File: config.mk
export PLATFORM = sky130hd
export DESIGN_NAME = pwu_top
export DESIGN_NICKNAME = d
export VERILOG_FILES = /design/src/rtl/pwu_top.v /design/src/rtl/pwu_idle_timer.v
export VERILOG_INCLUDE_DIRS = /design/src /design/src/rtl
export SDC_FILE = /design/constraint.sdc
export NUM_CORES = 1
export LEC_CHECK = 0
export ABC_AREA = 1
export BUFFER_PORTS_ARGS = -buffer_cell sky130_fd_sc_hd__buf_4
export CAP_MARGIN = 20
export CORE_ASPECT_RATIO = 1.2
export CORE_UTILIZATION = 45
export DETAILED_ROUTE_END_ITERATION = 10
export HOLD_SLACK_MARGIN = 0.08
export PLACE_DENSITY = 0.79
export SETUP_SLACK_MARGIN = 0.5
export SYNTH_ARGS = -nofsm -noshare
export SYNTH_HDL_FRONTEND = slang
export SYNTH_SLANG_ARGS = --single-unit
File: constraint.sdc
create_clock -name clock -period 2.2 [get_ports clock]
set_input_delay 0.33 -clock clock [delete_from_list [all_inputs] [get_ports clock]]
set_output_delay 0.33 -clock clock [all_outputs]
set_load 0.01 [all_outputs]
File: src/rtl/pwu_defines.vh
`ifndef PWU_DEFINES_VH
`define PWU_DEFINES_VH

// ============================================================
// Register offsets (byte addresses, one word each)
`define PWU_OFF_WAKE_EN 8'h00
`define PWU_OFF_WAKE_EDGE 8'h04
`define PWU_OFF_WAKE_PEND 8'h08
`define PWU_OFF_IRQ_CTRL 8'h0c
`define PWU_OFF_POWER 8'h10
`define PWU_OFF_EVT_STATUS 8'h14
`define PWU_OFF_EVT_MASK 8'h18

// ============================================================
// Field positions
`define PWU_CTRL_PORT_IRQ_EN 0
`define PWU_CTRL_GLOBAL_IRQ_EN 1
`define PWU_PWR_HALT 0
`define PWU_PWR_IDLE 1
`define PWU_EVT_WAKE 0
`define PWU_EVT_HALT_REFUSED 1
`define PWU_EVT_STARTUP_DONE 2
`define PWU_EVT_W 3

// ============================================================
// Reset values
`define PWU_RST_BYTE 8'h00
`define PWU_RST_EVT 3'h0

// ============================================================
// Timing counts
`define PWU_STARTUP_COUNT 256
`define PWU_TC_DIV 10

`endif

File: src/rtl/pwu_top.v
`timescale 1ns/1ps
`default_nettype none
`include "pwu_defines.vh"

// ============================================================
// Multi-pin wakeup and port interrupt logic with APB access
module pwu_top #(
    parameter PINS = 8,
    parameter ADDR_W = 8,
    parameter TC_DIV = `PWU_TC_DIV,
    parameter STARTUP = `PWU_STARTUP_COUNT
) (
    input wire clock,
    input wire rst_b,
    input wire [ADDR_W-1:0] paddr,
    input wire psel,
    input wire penable,
    input wire pwrite,
    input wire [31:0] pwdata,
    output reg [31:0] prdata,
    output wire pready,
    output reg pslverr,
    input wire [PINS-1:0] port_in,
    output wire port_irq_req,
    output wire irq,
    output reg core_clk_en,
    output reg osc_en,
    output reg wake_pulse,
    output reg wake_to_isr
);

    // ========================================================
    // Power states
    localparam ST_RUN = 2'b00;
    localparam ST_IDLE = 2'b01;
    localparam ST_HALT = 2'b10;
    localparam ST_START = 2'b11;

    // ========================================================
    // Register state
    reg [PINS-1:0] wake_enable_mask_q; // Per-pin enable
    reg [PINS-1:0] wake_edge_select_q; // 1 = falling edge
    reg [PINS-1:0] wake_pending_q; // Latched edges
    reg [PINS-1:0] wake_pending_d;
    reg port_irq_enable_q; // Port-level gate
    reg global_irq_enable_q; // Core-wide gate
    reg [`PWU_EVT_W-1:0] evt_status_q; // Sticky events
    reg [`PWU_EVT_W-1:0] evt_status_d;
    reg [`PWU_EVT_W-1:0] evt_mask_q; // Event interrupt mask
    reg [1:0] state_q;
    reg [1:0] state_d;

    // ========================================================
    // Pin sampling
    reg [PINS-1:0] pin_meta_q; // First synchroniser stage, read only by next stage
    reg [PINS-1:0] pin_sync_q; // Second synchroniser stage
    reg [PINS-1:0] pin_prev_q; // Previous synchronised sample
    wire [PINS-1:0] rise_hit;
    wire [PINS-1:0] fall_hit;
    wire [PINS-1:0] edge_hit;

    // ========================================================
    // Bus decode
    wire setup_ph;
    wire wr_acc;
    wire rd_acc;
    reg addr_ok;
    reg [31:0] rd_mux;

    // ========================================================
    // Derived terms
    wire [PINS-1:0] en_pend;
    wire any_wake;
    wire halt_req;
    wire idle_req;
    wire tc_tick;
    wire timer_done;
    reg timer_load;
    reg [7:0] div_q; // Instruction-cycle divider
    reg ev_wake;
    reg ev_refused;

    // ========================================================
    // Helper functions
    // Zero-extend a pin-wide vector to the bus width
    function [31:0] widen;
        input [PINS-1:0] v;
        begin
            widen = {{(32-PINS){1'b0}}, v};
        end
    endfunction

    // Pending-bit next value: a detected edge beats a same-cycle write
    function [PINS-1:0] merge_set;
        input [PINS-1:0] cur;
        input [PINS-1:0] wval;
        input wen;
        input [PINS-1:0] setv;
        begin
            merge_set = (wen ? wval : cur) | setv;
        end
    endfunction

    // ========================================================
    // Synchroniser and edge detector
    // Three stages: two to settle the level, one to hold the last sample.
    always @(posedge clock or negedge rst_b) begin
        if (!rst_b) begin
            pin_meta_q <= {PINS{1'b0}};
            pin_sync_q <= {PINS{1'b0}};
            pin_prev_q <= {PINS{1'b0}};
        end else begin
            pin_meta_q <= port_in;
            pin_sync_q <= pin_meta_q;
            pin_prev_q <= pin_sync_q;
        end
    end

    // Edge selection per pin; only the settled samples are compared
    assign rise_hit = pin_sync_q & ~pin_prev_q;
    assign fall_hit = ~pin_sync_q & pin_prev_q;
    assign edge_hit = (wake_edge_select_q & fall_hit) | (~wake_edge_select_q & rise_hit);

    // ========================================================
    // APB access qualifiers
    // Zero wait states: the slave always answers in the access phase.
    assign pready = 1'b1;
    assign setup_ph = psel & ~penable;
    assign wr_acc = psel & penable & pwrite & addr_ok;
    assign rd_acc = psel & penable & ~pwrite & addr_ok;

    // ========================================================
    // Address decode and read multiplexer
    always @* begin
        addr_ok = 1'b1;
        rd_mux = 32'h0000_0000;
        if (paddr == `PWU_OFF_WAKE_EN) begin
            rd_mux = widen(wake_enable_mask_q);
        end else if (paddr == `PWU_OFF_WAKE_EDGE) begin
            rd_mux = widen(wake_edge_select_q);
        end else if (paddr == `PWU_OFF_WAKE_PEND) begin
            rd_mux = widen(wake_pending_q);
        end else if (paddr == `PWU_OFF_IRQ_CTRL) begin
            rd_mux[`PWU_CTRL_PORT_IRQ_EN] = port_irq_enable_q;
            rd_mux[`PWU_CTRL_GLOBAL_IRQ_EN] = global_irq_enable_q;
        end else if (paddr == `PWU_OFF_POWER) begin
            rd_mux = {30'h0000_0000, state_q};
        end else if (paddr == `PWU_OFF_EVT_STATUS) begin
            rd_mux = {29'h0000_0000, evt_status_q};
        end else if (paddr == `PWU_OFF_EVT_MASK) begin
            rd_mux = {29'h0000_0000, evt_mask_q};
        end else begin
            // Unmapped: reads zero and errors in the access phase
            addr_ok = 1'b0;
        end
    end

    // ========================================================
    // Read data and error flops
    // Captured in the setup phase so the access phase shows a stable word.
    always @(posedge clock or negedge rst_b) begin
        if (!rst_b) begin
            prdata <= 32'h0000_0000;
            pslverr <= 1'b0;
        end else if (setup_ph) begin
            prdata <= pwrite ? 32'h0000_0000 : rd_mux;
            pslverr <= ~addr_ok;
        end else if (!psel) begin
            pslverr <= 1'b0;
        end
    end

    // ========================================================
    // Configuration registers
    // Cleared at reset; until software programs the edges, the floating
    // pins can latch pending bits, but none wakes while enables are zero.
    always @(posedge clock or negedge rst_b) begin
        if (!rst_b) begin
            wake_enable_mask_q <= `PWU_RST_BYTE;
            wake_edge_select_q <= `PWU_RST_BYTE;
            port_irq_enable_q <= 1'b0;
            global_irq_enable_q <= 1'b0;
            evt_mask_q <= `PWU_RST_EVT;
        end else if (wr_acc) begin
            if (paddr == `PWU_OFF_WAKE_EN) begin
                wake_enable_mask_q <= pwdata[PINS-1:0];
            end else if (paddr == `PWU_OFF_WAKE_EDGE) begin
                wake_edge_select_q <= pwdata[PINS-1:0];
            end else if (paddr == `PWU_OFF_IRQ_CTRL) begin
                port_irq_enable_q <= pwdata[`PWU_CTRL_PORT_IRQ_EN];
                global_irq_enable_q <= pwdata[`PWU_CTRL_GLOBAL_IRQ_EN];
            end else if (paddr == `PWU_OFF_EVT_MASK) begin
                evt_mask_q <= pwdata[`PWU_EVT_W-1:0];
            end
        end
    end

    // ========================================================
    // Pending register
    // Software is the only clearer; hardware only ever sets bits.
    always @* begin
        wake_pending_d = merge_set(wake_pending_q, pwdata[PINS-1:0],
            wr_acc & (paddr == `PWU_OFF_WAKE_PEND), edge_hit);
    end

    always @(posedge clock or negedge rst_b) begin
        if (!rst_b) begin
            wake_pending_q <= `PWU_RST_BYTE;
        end else begin
            wake_pending_q <= wake_pending_d;
        end
    end

    // ========================================================
    // Port interrupt request
    // Built from registered enables, so a write clearing an enable still
    // lets the request of that same cycle through to the core.
    assign en_pend = wake_enable_mask_q & wake_pending_q;
    assign any_wake = |en_pend;
    assign port_irq_req = any_wake & port_irq_enable_q & global_irq_enable_q;

    // ========================================================
    // Power-mode requests from the power register
    assign halt_req = wr_acc & (paddr == `PWU_OFF_POWER) & pwdata[`PWU_PWR_HALT];
    assign idle_req = wr_acc & (paddr == `PWU_OFF_POWER) & pwdata[`PWU_PWR_IDLE]
        & ~pwdata[`PWU_PWR_HALT];

    // ========================================================
    // Instruction-cycle tick divider
    // Runs only while the oscillator runs, so the start-up count
    // measures real oscillator cycles.
    always @(posedge clock or negedge rst_b) begin
        if (!rst_b) begin
            div_q <= 8'h00;
        end else if (!osc_en || (div_q == TC_DIV[7:0] - 8'h01)) begin
            div_q <= 8'h00;
        end else begin
            div_q <= div_q + 8'h01;
        end
    end

    assign tc_tick = osc_en & (div_q == TC_DIV[7:0] - 8'h01);

    // ========================================================
    // Start-up delay timer
    pwu_idle_timer #(
        .LOAD(STARTUP),
        .CNT_W(9)
    ) u_timer (
        .clock(clock),
        .rst_b(rst_b),
        .load(timer_load),
        .tick(tc_tick),
        .busy(),
        .expired(timer_done)
    );

    // ========================================================
    // Power-mode state machine
    always @* begin
        state_d = state_q;
        timer_load = 1'b0;
        ev_wake = 1'b0;
        ev_refused = 1'b0;
        case (state_q)
            ST_RUN: begin
                if (halt_req) begin
                    if (any_wake) begin
                        ev_refused = 1'b1;
                    end else begin
                        state_d = ST_HALT;
                    end
                end else if (idle_req) begin
                    state_d = ST_IDLE;
                end
            end
            ST_IDLE: begin
                // Oscillator still runs, so resume at once
                if (any_wake) begin
                    state_d = ST_RUN;
                    ev_wake = 1'b1;
                end
            end
            ST_HALT: begin
                if (any_wake) begin
                    state_d = ST_START;
                    timer_load = 1'b1;
                end
            end
            default: begin
                // Core clock stays gated until the delay has run out; the oscillator runs
                if (timer_done) begin
                    state_d = ST_RUN;
                    ev_wake = 1'b1;
                end
            end
        endcase
    end

    // State register and clock-gate outputs
    always @(posedge clock or negedge rst_b) begin
        if (!rst_b) begin
            state_q <= ST_RUN;
            core_clk_en <= 1'b1;
            osc_en <= 1'b1;
        end else begin
            state_q <= state_d;
            core_clk_en <= (state_d == ST_RUN);
            osc_en <= (state_d != ST_HALT);
        end
    end

    // ========================================================
    // Wake report to the core
    // With the port interrupt allowed the core vectors first;
    // otherwise it carries on after the power-save instruction.
    always @(posedge clock or negedge rst_b) begin
        if (!rst_b) begin
            wake_pulse <= 1'b0;
            wake_to_isr <= 1'b0;
        end else begin
            wake_pulse <= ev_wake;
            if (ev_wake) begin
                wake_to_isr <= port_irq_enable_q & global_irq_enable_q;
            end
        end
    end

    // ========================================================
    // Sticky event status, cleared by reading it
    // A new event in the clearing cycle survives the read.
    always @* begin
        evt_status_d = evt_status_q;
        if (rd_acc && (paddr == `PWU_OFF_EVT_STATUS)) begin
            evt_status_d = `PWU_RST_EVT;
        end
        evt_status_d[`PWU_EVT_WAKE] = evt_status_d[`PWU_EVT_WAKE] | ev_wake;
        evt_status_d[`PWU_EVT_HALT_REFUSED] = evt_status_d[`PWU_EVT_HALT_REFUSED] | ev_refused;
        evt_status_d[`PWU_EVT_STARTUP_DONE] = evt_status_d[`PWU_EVT_STARTUP_DONE] | timer_done;
    end

    always @(posedge clock or negedge rst_b) begin
        if (!rst_b) begin
            evt_status_q <= `PWU_RST_EVT;
        end else begin
            evt_status_q <= evt_status_d;
        end
    end

    // Level interrupt while any unmasked event is held
    assign irq = |(evt_status_q & evt_mask_q);

endmodule
`default_nettype wire

File: src/rtl/pwu_idle_timer.v
`timescale 1ns/1ps
`default_nettype none
`include "pwu_defines.vh"

// ============================================================
// Start-up delay timer, clocked by the instruction-cycle tick
module pwu_idle_timer #(
    parameter LOAD = `PWU_STARTUP_COUNT,
    parameter CNT_W = 9
) (
    input wire clock,
    input wire rst_b,
    input wire load,
    input wire tick,
    output wire busy,
    output wire expired
);
    reg [CNT_W-1:0] cnt_q; // Remaining instruction cycles
    reg [CNT_W-1:0] cnt_d;

    // Load wins over a tick so a fresh wake always restarts the delay
    always @* begin
        cnt_d = cnt_q;
        if (load) begin
            cnt_d = LOAD[CNT_W-1:0];
        end else if (tick && (cnt_q != {CNT_W{1'b0}})) begin
            cnt_d = cnt_q - {{(CNT_W-1){1'b0}}, 1'b1};
        end
    end

    // Counter register
    always @(posedge clock or negedge rst_b) begin
        if (!rst_b) begin
            cnt_q <= {CNT_W{1'b0}};
        end else begin
            cnt_q <= cnt_d;
        end
    end

    assign busy = (cnt_q != {CNT_W{1'b0}});
    // One-cycle pulse on the tick that takes the count to zero
    assign expired = ~load & tick & (cnt_q == {{(CNT_W-1){1'b0}}, 1'b1});
endmodule
`default_nettype wire

==> results of run 1 <==
-- flip-flops by register name (all words and copies together), names as in the netlist, 8 cells and up --
name	flops
div_q	8
wake_enable_mask_q	8
pin_prev_q	8
u_timer.cnt_q	9
merge_set.cur	8
pin_sync_q	8
prdata	8
wake_edge_select_q	8
pin_meta_q	8
-- worst paths after layout --
| check | from | endpoint | slack [ps] |
|---|---|---|---|
| worst max-delay path | wake_enable_mask_q[3]$_DFFE_PN0P_ | port_irq_req | 440 |
| worst min-delay path | pwrite | prdata[6]$_DFFE_PN0P_ | 170 |
| worst max register to register | div_q[1]$_DFF_PN0_ | wake_to_isr$_DFFE_PN0P_ | 540 |
| worst min register to register | pin_meta_q[5]$_DFF_PN0_ | pin_sync_q[5]$_DFF_PN0_ | 350 |
| max in group asynchronous | rst_b | osc_en$_DFF_PN1_ | 1050 |
| min in group asynchronous | rst_b | pin_prev_q[5]$_DFF_PN0_ | 470 |
-- power by group through the flow --
stage / Sequential [mW] / Clock, mW / Combinational, mW
floorplan: 1.68 / 0 / 0.0987
global placement: 1.68 / 0 / 0.160
detailed placement: 1.69 / 0 / 0.165
CTS: 1.65 / 1.23 / 0.179
global route: 1.66 / 1.30 / 0.204
finish: 1.65 / 1.20 / 0.180
-- worst max-delay path, delay by kind of cell, from the launching register on --
kind	cells	cell delay [ps]
and+or+nand+nor	5	440
DFF	1	400
buffers and inverters	2	220
-- Yosys cell counts (4+ instances only) --
cell,count
sky130_fd_sc_hd__a21oi_1,17
sky130_fd_sc_hd__buf_4,25
sky130_fd_sc_hd__dfrtp_1,86
sky130_fd_sc_hd__ha_1,4
sky130_fd_sc_hd__inv_1,60
sky130_fd_sc_hd__nand2_1,124
sky130_fd_sc_hd__nand2_2,6
sky130_fd_sc_hd__nand3_1,28
sky130_fd_sc_hd__nand4_1,10
sky130_fd_sc_hd__nor2_1,44
sky130_fd_sc_hd__nor3_1,11
sky130_fd_sc_hd__nor3b_1,4
sky130_fd_sc_hd__o21ai_0,34
sky130_fd_sc_hd__o21ai_2,8
-- cell families (layout without fill, tap and decap cells) --
family / count (synthesis) / count (layout) / share of synthesized area
AOI/OAI and AO/OA: 72 / 72 / 0.0990
buffers and inverters: 90 / 153 / 0.107
other: 2 / 25 / 0.00177
adders and majority gates: 4 / 4 / 0.0118
and+or+nand+nor: 241 / 241 / 0.259
DFF: 88 / 88 / 0.521
-- repair_timing --
action,CTS,global route
hold buffers,9,0
setup endpoints to repair,6,31
pin swaps,4,5
buffers inserted,10,8
hold endpoints to repair,44,0
resized for setup,9,18
-- area by class of cell --
type | instances | area share
flip-flops and latches | 88 | 0.428
multi-input cells | 342 | 0.337
inverters | 61 | 0.0444
well taps | 120 | 0.0291
clock buffers | 10 | 0.0248
repair buffers | 76 | 0.120
clock inverters | 6 | 0.0163
-- stage by stage --
step,std cells,power [mW],cell area [um2],utilization,worst slack [ps]
after detailed placement,660,1.85,4620,0.509,209
after floorplan,520,1.78,4320,-,566
final,703,3.04,5150,0.567,439
after global placement,660,1.84,4620,0.509,274
after global routing,703,3.16,5150,0.567,371
after CTS,695,3.06,5010,0.552,485
-- per-layer routing --
metal	global-route usage	part of all wire
met1	0.228	0.41
met2	0.338	0.52
met3	0.0331	0.057
met4	0.124	0.018
met5	0	0
==> load_flow_metrics.sql, run 1 <==
INSERT INTO impl_metrics (metric_group, metric, value, unit) VALUES
('outcome', 'status', 'finished clean', ''),
('worst_setup_path', 'reg2regPathDepth', '10', ''),
('worst_setup_path', 'critical_path.startpoint_type', 'flop', ''),
('clock_network', 'clk_pin_slew_worst_paths', '90', 'ps'),
('sta', 'totalNegativeSetupSlack', '0', 'ps'),
('global_route', 'grt_pass1_wl', '15100', 'um'),
('sta', 'worst_pin_slew', '529', 'ps'),
('final_layout', 'register_area', '2200', 'um2'),
('clock_network', 'worstSkewPairLatency', '370', 'ps'),
('final_layout', 'final_common_cell', 'sky130_fd_sc_hd__nand2_1', ''),
('pwr', 'vdd_ir_drop_max', '0.334', 'mV'),
('worst_setup_path', 'critical_path_arrival', '1430', 'ps'),
('worst_setup_path', 'worstPathMaxFanout', '4', ''),
('floorplanning', 'placementRows', '38', ''),
('clock_network', 'root_buffer', 'sky130_fd_sc_hd__clkbuf_8', ''),
('final_layout', 'multi_input_area', '1740', 'um2'),
('drt', 'dr_total_vias', '3492', ''),
('logic_synthesis', 'synthArstFlopShare', '1.00', ''),
('worst_setup_path', 'endpoint_kind', 'output pin', ''),
('sta', 'drv_slew', '0', ''),
('final_layout', 'n_antenna_cell', '0', ''),
('sta', 'layout_worst_path_cycle_share', '0.800', ''),
('floorplanning', 'fp.dieArea', '9800', 'um2'),
('floorplanning', 'die_w', '90.5', 'um'),
('logic_synthesis', 'yosysWarnings', '0', ''),
('final_layout', 'nets', '635', ''),
('logic_synthesis', 'yosys_most_used_dff', 'sky130_fd_sc_hd__dfrtp_1', ''),
('floorplanning', 'top_level_ports', '93', ''),
('pwr', 'switching_share', '0.228', ''),
('min_path', 'hold_depth', '2', ''),
('floorplanning', 'die-height', '108', 'um'),
('sta', 'setup_viol', '0', ''),
('pwr', 'power_density_over_cell_area', '589', 'nW/um2'),
('final_layout', 'area.growth.synth_to_final', '21.7', '%'),
('logic_synthesis', 'synth_edf_count', '0', ''),
('worst_setup_path', 'worst_path_most_repeated_cell', 'sky130_fd_sc_hd__nand2_1', ''),
('drt', 'drt-total-wl', '9070', 'um'),
('pwr', 'power_share_of_the_combinational_group', '0.059', ''),
('sta', 'fin_crit', '1760', 'ps'),
('clock_network', 'tritoncts_clock_tree', 'done', ''),
('clock_network', 'cts_buffer_depth', '2', ''),
('sta', 'achievable-frequency', '568', 'MHz'),
('worst_setup_path', 'highest_delay_cell_along_the_critical_path', 'sky130_fd_sc_hd__dfrtp_1', ''),
('drt', 'drcViolationCount', '0', ''),
('global_route', 'grt_util_overall', '0.196', ''),
('pwr', 'power.share.clock', '0.396', ''),
('floorplanning', 'core-area', '9080', 'um2'),
('clock_network', 'cts_sinks', '88', ''),
('logic_synthesis', 'synth_area', '4230', 'um2'),
('drt', 'initialDrtViolationCount', '334', ''),
('clock_network', 'cts-htree-levels', '3', ''),
('global_route', 'grt_pass1_vias', '3392', ''),
('final_layout', 'final_layout_size_suffix_gt1_frac', '0.216', ''),
('pwr', 'leakage', '2.64', 'nW'),
('placement', 'portBuffers', '43', ''),
('worst_setup_path', 'cpPeakStageDelay', '400', 'ps'),
('final_layout', 'most-common-layout-cells', '119 x sky130_fd_sc_hd__nand2_1, 86 x sky130_fd_sc_hd__dfrtp_1, 65 x sky130_fd_sc_hd__buf_4', ''),
('global_route', 'gr-total-overflow', '0', ''),
('drt', 'detailedRoute.firstPassIterationCount', '4', ''),
('sta', 'fin_skew', '12.5', 'ps'),
('logic_synthesis', 'synth_top_cells_by_area', 'sky130_fd_sc_hd__dfrtp_1 51%, sky130_fd_sc_hd__nand2_1 11%, sky130_fd_sc_hd__inv_1 5.3%', ''),
('logic_synthesis', 'synth.largest_area_cell', 'sky130_fd_sc_hd__dfrtp_1', ''),
('logic_synthesis', 'synth.top_cell.area_share', '0.508', ''),
('global_route', 'grt_max_degree', '39', ''),
('pwr', 'internal_power', '2.35', 'mW'),
('logic_synthesis', 'yosys_register_bits', '88', ''),
('drt', 'routed_wire_length_per_instance', '12.9', 'um'),
('drt', 'route.detailed.vias_per_inst', '4.97', ''),
('logic_synthesis', 'synth.lib_cells_used.distinct', '36', ''),
('placement', 'gp_congestion', '0.907', ''),
('min_path', 'hold_path_class', 'in -> reg', '');
(Power assumes the default switching activity.)
==> run 2: changes to the inputs <==
==> constraint.sdc (replaced) <==
create_clock -name clock -period 1.7 [get_ports clock]
set_input_delay 0.255 -clock clock [delete_from_list [all_inputs] [get_ports clock]]
set_output_delay 0.255 -clock clock [all_outputs]
set_load 0.01 [all_outputs]
==> run 2 against run 1 <==
Against the previous run:
- the run now ends with setup timing left
- clock-buffer cell count up 2
- sequential power up 30%
- combinational power up 73%
- setup slack worse by 510 ps
- critical path depth up 1
- first-iteration DRC count down 10%
- die area unchanged
- sequential share of layout area down 8.7 points
- register-to-register slack worse by 610 ps
- clock skew up 1.2 ps
- critical path type is now reg -> reg
- largest cell class is now multi-input gates
==> load_flow_metrics.sql, run 2 (synthesis results as in run 1) <==
INSERT INTO impl_metrics (metric_group, metric, value, unit) VALUES
('final_layout', 'area.growth.synth_to_final', '52.9', '%'),
('worst_setup_path', 'critical_path.startpoint_type', 'flop', ''),
('pwr', 'totalPowerFinal', '4.08', 'mW'),
('floorplanning', 'floorplan.initialDensity', '0.466', ''),
('worst_setup_path', 'worstPathRequired', '1980', 'ps'),
('clock_network', 'cts_buffer_depth', '2', ''),
('worst_setup_path', 'critical_path_arrival', '2050', 'ps'),
('sta', 'fin_crit', '1770', 'ps'),
('placement', 'gp_congestion', '0.843', ''),
('final_layout', 'largest_reg_flops', '9', ''),
('placement', 'detailedPlacementHpwl', '6580', 'um'),
('placement', 'detailedPlace.worstSlack', '25.7', 'ps'),
('floorplanning', 'die-height', '108', 'um'),
('drt', 'initialDrtViolationCount', '300', ''),
('final_layout', 'most-common-layout-cells', '87 x sky130_fd_sc_hd__buf_4, 86 x sky130_fd_sc_hd__dfrtp_1, 82 x sky130_fd_sc_hd__nand2_1', ''),
('sta', 'layout_worst_path_cycle_share', '1.04', ''),
('drt', 'drt-total-wl', '13600', 'um'),
('floorplanning', 'placementRows', '38', ''),
('sta', 'setup_ws', '-67.9', 'ps'),
('worst_setup_path', 'timing.reg2reg.setup_slack', '-70', 'ps'),
('clock_network', 'worstSkewPairLatency', '360', 'ps'),
('sta', 'achievable-frequency', '566', 'MHz'),
('worst_setup_path', 'last_element_of_the_critical_path', 'u_timer.cnt_q[4]$_DFFE_PN0P_', ''),
('placement', 'portBuffers', '43', ''),
('clock_network', 'cts-buffers-inserted', '9', ''),
('global_route', 'grt_pass1_wl', '16800', 'um'),
('worst_setup_path', 'r2r-end', 'u_timer.cnt_q[4]$_DFFE_PN0P_', ''),
('drt', 'dr_total_vias', '4196', ''),
('sta', 'rsz0062_at_grt', 'yes', ''),
('global_route', 'grt_max_degree', '37', ''),
('worst_setup_path', 'r2r-start', 'div_q[2]$_DFF_PN0_', ''),
('clock_network', 'cts_sinks', '88', ''),
('pwr', 'power_density_over_cell_area', '630', 'nW/um2'),
('drt', 'detail-route-antenna-nets', '0', ''),
('final_layout', 'final_common_cell', 'sky130_fd_sc_hd__buf_4', ''),
('sta', 'report.final.hold_viol_count', '0', ''),
('global_route', 'grt_util_overall', '0.218', ''),
('final_layout', 'final_layout_size_suffix_gt1_frac', '0.464', ''),
('outcome', 'failed_checks', 'setup timing', ''),
('drt', 'drcViolationCount', '0', ''),
('worst_setup_path', 'reg2regPathDepth', '8', ''),
('floorplanning', 'die_w', '90.5', 'um'),
('placement', 'numPlacedInstances', '675', ''),
('floorplanning', 'fp.dieArea', '9800', 'um2'),
('global_route', 'gr-total-overflow', '0', ''),
('final_layout', 'nets', '697', ''),
('final_layout', 'n_antenna_cell', '0', ''),
('final_layout', 'design_area', '6470', 'um2'),
('clock_network', 'root_buffer', 'sky130_fd_sc_hd__clkbuf_8', ''),
('final_layout', 'multi_input_area', '2320', 'um2'),
('sta', 'totalNegativeSetupSlack', '-119', 'ps'),
('min_path', 'hold_path_class', 'in -> reg', ''),
('clock_network', 'tritoncts_clock_tree', 'done', ''),
('final_layout', 'register_name_with_the_most_flops', 'u_timer.cnt_q', ''),
('global_route', 'antenna_violations_before_repair', '0', ''),
('drt', 'detailedRoute.firstPassIterationCount', '8', ''),
('floorplanning', 'core-area', '9080', 'um2'),
('final_layout', 'final-instance-count-excl-fill', '764', ''),
('sta', 'setup_viol', '4', ''),
('drt', 'route.detailed.vias_per_inst', '5.49', ''),
('drt', 'routed_wire_length_per_instance', '17.7', 'um'),
('pwr', 'leakage', '3.16', 'nW'),
('clock_network', 'cts-htree-levels', '3', ''),
('placement', 'placed_inst_area', '4940', 'um2'),
('worst_setup_path', 'worst_path_class_setup', 'reg -> reg', ''),
('floorplanning', 'top_level_ports', '93', ''),
('final_layout', 'nFillCells', '565', ''),
('global_route', 'grt_pass1_vias', '3751', ''),
('pwr', 'vdd_ir_drop_max', '0.441', 'mV'),
('clock_network', 'clk_pin_slew_worst_paths', '90', 'ps'),
('worst_setup_path', 'setup.worst_path.start', 'div_q[2]$_DFF_PN0_', ''),
('flow_run', 'maxCapViolations', '0', ''),
('sta', 'fin_skew', '13.7', 'ps'),
('worst_setup_path', 'worstPathMaxFanout', '4', ''),
('outcome', 'status', 'complete, but fails checks', ''),
('final_layout', 'register_area', '2200', 'um2'),
('worst_setup_path', 'endpoint_kind', 'flop', ''),
('sta', 'drv_slew', '0', '');
[run 2: changes by cell type in the layout (fill, tap and decap cells not counted), moves of 10 or more]
cell and change:
sky130_fd_sc_hd__nand2_1 -37, sky130_fd_sc_hd__buf_6 +32, sky130_fd_sc_hd__o21ai_0 -26, sky130_fd_sc_hd__buf_4 +22, sky130_fd_sc_hd__inv_1 -19, sky130_fd_sc_hd__nand2_2 +18, sky130_fd_sc_hd__o21ai_1 +17, sky130_fd_sc_hd__nand2_4 +15
sky130_fd_sc_hd__inv_2 +10, sky130_fd_sc_hd__nand3_1 -10
[run 2: how the worst min path moves through the flow]
| stage | from | to | slack [ps] | depth (start not counted) |
|---|---|---|---|---|
| final | pwrite | prdata[6]$_DFFE_PN0P_ | 110 | 2 |
| after global placement | rst_b | pin_meta_q[5]$_DFF_PN0_ | 240 | 1 |
| after global routing | pwrite | prdata[6]$_DFFE_PN0P_ | 120 | 2 |
| after CTS | pwrite | prdata[4]$_DFFE_PN0P_ | 110 | 2 |
| after detailed placement | rst_b | pin_sync_q[5]$_DFF_PN0_ | 240 | 1 |
| after floorplan | rst_b | div_q[0]$_DFF_PN0_ | -40 | 0 |
[run 2: critical path, stage by stage (launching register included)]
cell and delay [ps]:
sky130_fd_sc_hd__dfrtp_1 460, sky130_fd_sc_hd__nor2_1 170, sky130_fd_sc_hd__nand2_2 110, sky130_fd_sc_hd__nor3b_4 290, sky130_fd_sc_hd__nand2_4 120, sky130_fd_sc_hd__buf_6 140, sky130_fd_sc_hd__nor3_2 140, sky130_fd_sc_hd__o21ai_0 130
sky130_fd_sc_hd__a21oi_1 140
[run 2: power breakdown]
part / switching [mW] / internal (mW) / total (mW) / leakage (nW)
Combinational: 0.189 / 0.123 / 0.312 / 1.95
Clock: 0.724 / 0.900 / 1.62 / 0.112
Sequential: 0.0170 / 2.12 / 2.14 / 1.09
Total: 0.929 / 3.15 / 4.08 / 3.16
[run 2: stage by stage]
stage | hold slack, ps | util
after floorplan | -40.6 | -
after global placement | 236 | 0.544
after detailed placement | 240 | 0.544
after CTS | 108 | 0.624
after global routing | 115 | 0.712
final | 114 | 0.712
[run 2: routing by layer]
| layer | vias up | wire [um] | track usage |
|---|---|---|---|
| li1 | 1844 | - | - |
| met1 | 2014 | 4770 | 0.246 |
| met3 | 94 | 945 | 0.0563 |
| met2 | 244 | 6860 | 0.378 |
| met4 | 0 | 984 | 0.121 |
| met5 | - | 0 | 0 |
[run 2: final cells by class]
cell class | instances | area share
multi-input combinational | 343 | 0.358
sequential | 88 | 0.341
timing repair buffer | 137 | 0.198
inverter | 61 | 0.0464
clock buffer | 12 | 0.0240
tap | 120 | 0.0232
clock inverter | 3 | 0.0101
[run 2: repair_timing]
item	4_1_cts	5_1_grt
setup buffers	32	31
hold buffers	9	0
gates cloned	1	1
endpoints found under the setup margin	53	66
pin swaps	33	39
resized for setup	54	149
endpoints found under the hold margin	41	0
==> run 3: changes to the inputs <==
--- a/config.mk
+++ b/config.mk
@@ -6,13 +6,12 @@
 export SDC_FILE = /design/constraint.sdc
 export NUM_CORES = 1
 export LEC_CHECK = 0
-export ABC_AREA = 1
 export BUFFER_PORTS_ARGS = -buffer_cell sky130_fd_sc_hd__buf_4
 export CAP_MARGIN = 20
 export CORE_ASPECT_RATIO = 1.2
 export CORE_UTILIZATION = 45
 export DETAILED_ROUTE_END_ITERATION = 10
-export HOLD_SLACK_MARGIN = 0.08
+export HOLD_SLACK_MARGIN = 0.15
 export PLACE_DENSITY = 0.79
 export SETUP_SLACK_MARGIN = 0.5
 export SYNTH_ARGS = -nofsm -noshare
==> run 3 against run 2 <==
Against the previous run:
- the run still ends with setup timing left
- critical path depth fell by 4
- power rose by 38%
- final cell count fell by 18%
- clock-buffer cell count fell by 3
- final area fell by 7.2%
- synthesized area fell by 2.6%
- flip-flop and latch count did not move
- wire length fell by 19%
- first-iteration DRC count fell by 25%
- largest cell class unchanged
==> load_flow_metrics.sql, run 3 <==
INSERT INTO impl_metrics (metric_group, metric, value, unit) VALUES
('worst_setup_path', 'crit_path_cell_trace', 'a22oi_2 > and4_4 > nor2_4 > buf_6', ''),
('final_layout', 'n_antenna_cell', '0', ''),
('pwr', 'power_density_over_cell_area', '937', 'nW/um2'),
('placement', 'portBuffers', '43', ''),
('floorplanning', 'die-height', '107', 'um'),
('logic_synthesis', 'synth.top_cell.area_share', '0.522', ''),
('clock_network', 'tritoncts_clock_tree', 'done', ''),
('final_layout', 'nets', '560', ''),
('worst_setup_path', 'timing.reg2reg.setup_slack', '40', 'ps'),
('worst_setup_path', 'critical_path.startpoint_type', 'flop', ''),
('clock_network', 'cts_sinks', '88', ''),
('clock_network', 'clk_pin_slew_worst_paths', '90', 'ps'),
('logic_synthesis', 'synth_area_per_cell', '10.7', 'um2'),
('final_layout', 'final_common_cell', 'sky130_fd_sc_hd__dfrtp_1', ''),
('clock_network', 'root_buffer', 'sky130_fd_sc_hd__clkbuf_8', ''),
('floorplanning', 'core-area', '8750', 'um2'),
('global_route', 'grt_util_overall', '0.220', ''),
('worst_setup_path', 'worst_path_class_setup', 'reg -> out', ''),
('logic_synthesis', 'yosys_register_bits', '88', ''),
('worst_setup_path', 'reg2regPathDepth', '6', ''),
('final_layout', 'most-common-layout-cells', '81 x sky130_fd_sc_hd__dfrtp_1, 74 x sky130_fd_sc_hd__buf_4, 31 x sky130_fd_sc_hd__nor2_1', ''),
('worst_setup_path', 'setup.worst_path.start', 'wake_enable_mask_q[6]$_DFFE_PN0P_', ''),
('worst_setup_path', 'r2r-end', 'wake_to_isr$_DFFE_PN0P_', ''),
('sta', 'drv_slew', '0', ''),
('logic_synthesis', 'synth_edf_count', '0', ''),
('flow_run', 'maxCapViolations', '0', ''),
('floorplanning', 'die_w', '89.4', 'um'),
('worst_setup_path', 'highest_delay_cell_along_the_critical_path', 'sky130_fd_sc_hd__dfrtp_1', ''),
('sta', 'fin_skew', '5.56', 'ps'),
('final_layout', 'final_core_util', '0.686', ''),
('outcome', 'failed_checks', 'setup timing', ''),
('global_route', 'grt_pass1_vias', '3280', ''),
('logic_synthesis', 'synth.lib_cells_used.distinct', '57', ''),
('drt', 'dr_total_vias', '3397', ''),
('drt', 'initialDrtViolationCount', '224', ''),
('min_path', 'hold_path_class', 'in -> reg', ''),
('floorplanning', 'floorplan.initialDensity', '0.471', ''),
('clock_network', 'cts_buffer_depth', '2', ''),
('sta', 'setup_viol', '1', ''),
('worst_setup_path', 'cpPeakStageDelay', '410', 'ps'),
('final_layout', 'area.growth.synth_to_final', '45.6', '%'),
('sta', 'slew-limit-headroom', '0.658', ''),
('logic_synthesis', 'synth.most_common_cell', 'sky130_fd_sc_hd__dfrtp_1', ''),
('final_layout', 'design_area', '6000', 'um2'),
('drt', 'detailedRoute.firstPassIterationCount', '5', ''),
('worst_setup_path', 'worstPathRequired', '1440', 'ps'),
('logic_synthesis', 'synthArstFlopShare', '1.00', ''),
('worst_setup_path', 'critical_path_arrival', '1510', 'ps'),
('global_route', 'grt_max_degree', '40', ''),
('pwr', 'leakage', '2.74', 'nW'),
('final_layout', 'nFillCells', '599', ''),
('worst_setup_path', 'endpoint_kind', 'output pin', ''),
('logic_synthesis', 'ys_top_cells_by_count', '86 x sky130_fd_sc_hd__dfrtp_1, 42 x sky130_fd_sc_hd__nor2_1, 33 x sky130_fd_sc_hd__nand2_1', ''),
('floorplanning', 'placementRows', '37', ''),
('final_layout', 'final_layout_size_suffix_gt1_frac', '0.438', ''),
('sta', 'report.final.hold_viol_count', '0', ''),
('sta', 'fin_hold_ws', '151', 'ps'),
('final_layout', 'register_area', '2210', 'um2'),
('final_layout', 'register_name_with_the_most_flops', 'u_timer.cnt_q', ''),
('final_layout', 'multi_input_area', '2260', 'um2'),
('clock_network', 'cts-buffers-inserted', '9', ''),
('sta', 'layout_worst_path_cycle_share', '1.04', ''),
('logic_synthesis', 'synth_area', '4120', 'um2'),
('global_route', 'antenna_violations_before_repair', '0', ''),
('drt', 'drt-total-wl', '10900', 'um'),
('floorplanning', 'fp.dieArea', '9550', 'um2'),
('sta', 'setup_ws', '-60.7', 'ps'),
('sta', 'achievable-frequency', '568', 'MHz'),
('worst_setup_path', 'last_element_of_the_critical_path', 'port_irq_req', ''),
('clock_network', 'cts-htree-levels', '3', ''),
('logic_synthesis', 'synth_top_cells_by_area', 'sky130_fd_sc_hd__dfrtp_1 52%, sky130_fd_sc_hd__mux2_2 5.5%, sky130_fd_sc_hd__buf_4 4.7%', ''),
('logic_synthesis', 'synth_seq_area_share', '0.535', ''),
('drt', 'detail-route-antenna-nets', '0', ''),
('logic_synthesis', 'yosysWarnings', '0', ''),
('logic_synthesis', 'synthesis.instances', '386', ''),
('placement', 'gp_congestion', '0.861', ''),
('logic_synthesis', 'yosys_most_used_dff', 'sky130_fd_sc_hd__dfrtp_1', ''),
('drt', 'route.detailed.vias_per_inst', '5.44', ''),
('pwr', 'vdd_ir_drop_max', '0.478', 'mV'),
('sta', 'rsz0062_at_grt', 'yes', ''),
('global_route', 'grt_pass1_wl', '15700', 'um'),
('clock_network', 'worstSkewPairLatency', '360', 'ps'),
('outcome', 'status', 'complete, but fails checks', ''),
('floorplanning', 'top_level_ports', '93', ''),
('placement', 'detailedPlacementHpwl', '6360', 'um'),
('worst_setup_path', 'worstPathMaxFanout', '2', ''),
('drt', 'routed_wire_length_per_instance', '17.5', 'um'),
('sta', 'worst_pin_slew', '514', 'ps'),
('drt', 'drcViolationCount', '0', ''),
('placement', 'placed_inst_area', '4770', 'um2'),
('logic_synthesis', 'synth.largest_area_cell', 'sky130_fd_sc_hd__dfrtp_1', ''),
('final_layout', 'largest_reg_flops', '9', ''),
('sta', 'fin_crit', '1760', 'ps'),
('global_route', 'gr-total-overflow', '0', ''),
('worst_setup_path', 'r2r-start', 'div_q[6]$_DFF_PN0_', '');
## run 3: cell count changes in the layout (fill, tap and decap cells not counted), sizes merged, moves of 10 or more
cell,delta
mux2,+22
inv,-46
xor2,+10
buf,-21
nand2,-97
o21ai,-28
## run 3: stage by stage
step                      setup TNS [ps]  std cells  total power [mW]  worst slack [ps]
after floorplan                        0        409              3.08              33.4
after global placement             -4530        561              3.34              -190
after detailed placement           -6090        561              3.39              -240
after CTS                              0        605              5.28              16.8
after global routing                -343        624              5.89             -89.1
final                              -60.7        624              5.63             -60.7
## run 3: worst min-delay path by stage
stage,startpoint,cells past startpoint,endpoint,slack [ps]
5_1_grt,pwdata[3],2,wake_enable_mask_q[3]$_DFFE_PN0P_,140
3_3_place_gp,rst_b,1,div_q[6]$_DFF_PN0_,250
2_1_floorplan,rst_b,0,div_q[0]$_DFF_PN0_,-40
4_1_cts,pwdata[6],3,merge_set.cur[6]$_DFF_PN0_,150
3_5_place_dp,rst_b,1,div_q[5]$_DFF_PN0_,260
6_report,pwdata[3],2,wake_enable_mask_q[3]$_DFFE_PN0P_,150
## run 3: area by class of cell
class / instances / area share
timing repair buffer: 119 / 0.184
inverter: 11 / 0.00688
multi-input combinational: 274 / 0.377
tap: 117 / 0.0244
clock buffer: 9 / 0.0206
sequential: 88 / 0.368
clock inverter: 6 / 0.0194
## run 3: cell families after synthesis
family	share of synthesized area
AND/OR/NAND/NOR	0.187
flip-flops	0.535
AO/OA/AOI/OAI	0.0856
buffers and inverters	0.0689
multiplexers	0.0819
XOR/XNOR	0.0276
adder cells (fa/ha/maj)	0.0121
other	0.00182
## run 3: layer usage
layer / vias up / track usage / wire (um) / share of wire
met4: 0 / 0.0884 / 427 / 0.039
met5: - / 0 / 0 / 0
met1: 1691 / 0.263 / 4200 / 0.38
li1: 1543 / - / - / -
met2: 127 / 0.383 / 5830 / 0.53
met3: 36 / 0.0408 / 494 / 0.045
## run 3: repair_timing
item	in CTS	in global routing
setup endpoints to repair	66	68
gates resized for setup	62	73
endpoints found under the hold margin	46	1
pin swaps	47	36
buffers inserted	17	18
hold buffers	12	1
## run 3: worst max-delay path: cells and delay by family, from the launching register on
family,cells,cell delay [ps]
AO/OA/AOI/OAI,1,280
buffers and inverters,1,110
flip-flops,1,410
AND/OR/NAND/NOR,2,340
## run 3: where the power goes
part / internal, mW / switching, mW
clock network: 0.981 / 0.771
logic: 0.664 / 0.729
registers: 2.27 / 0.210
total: 3.92 / 1.71
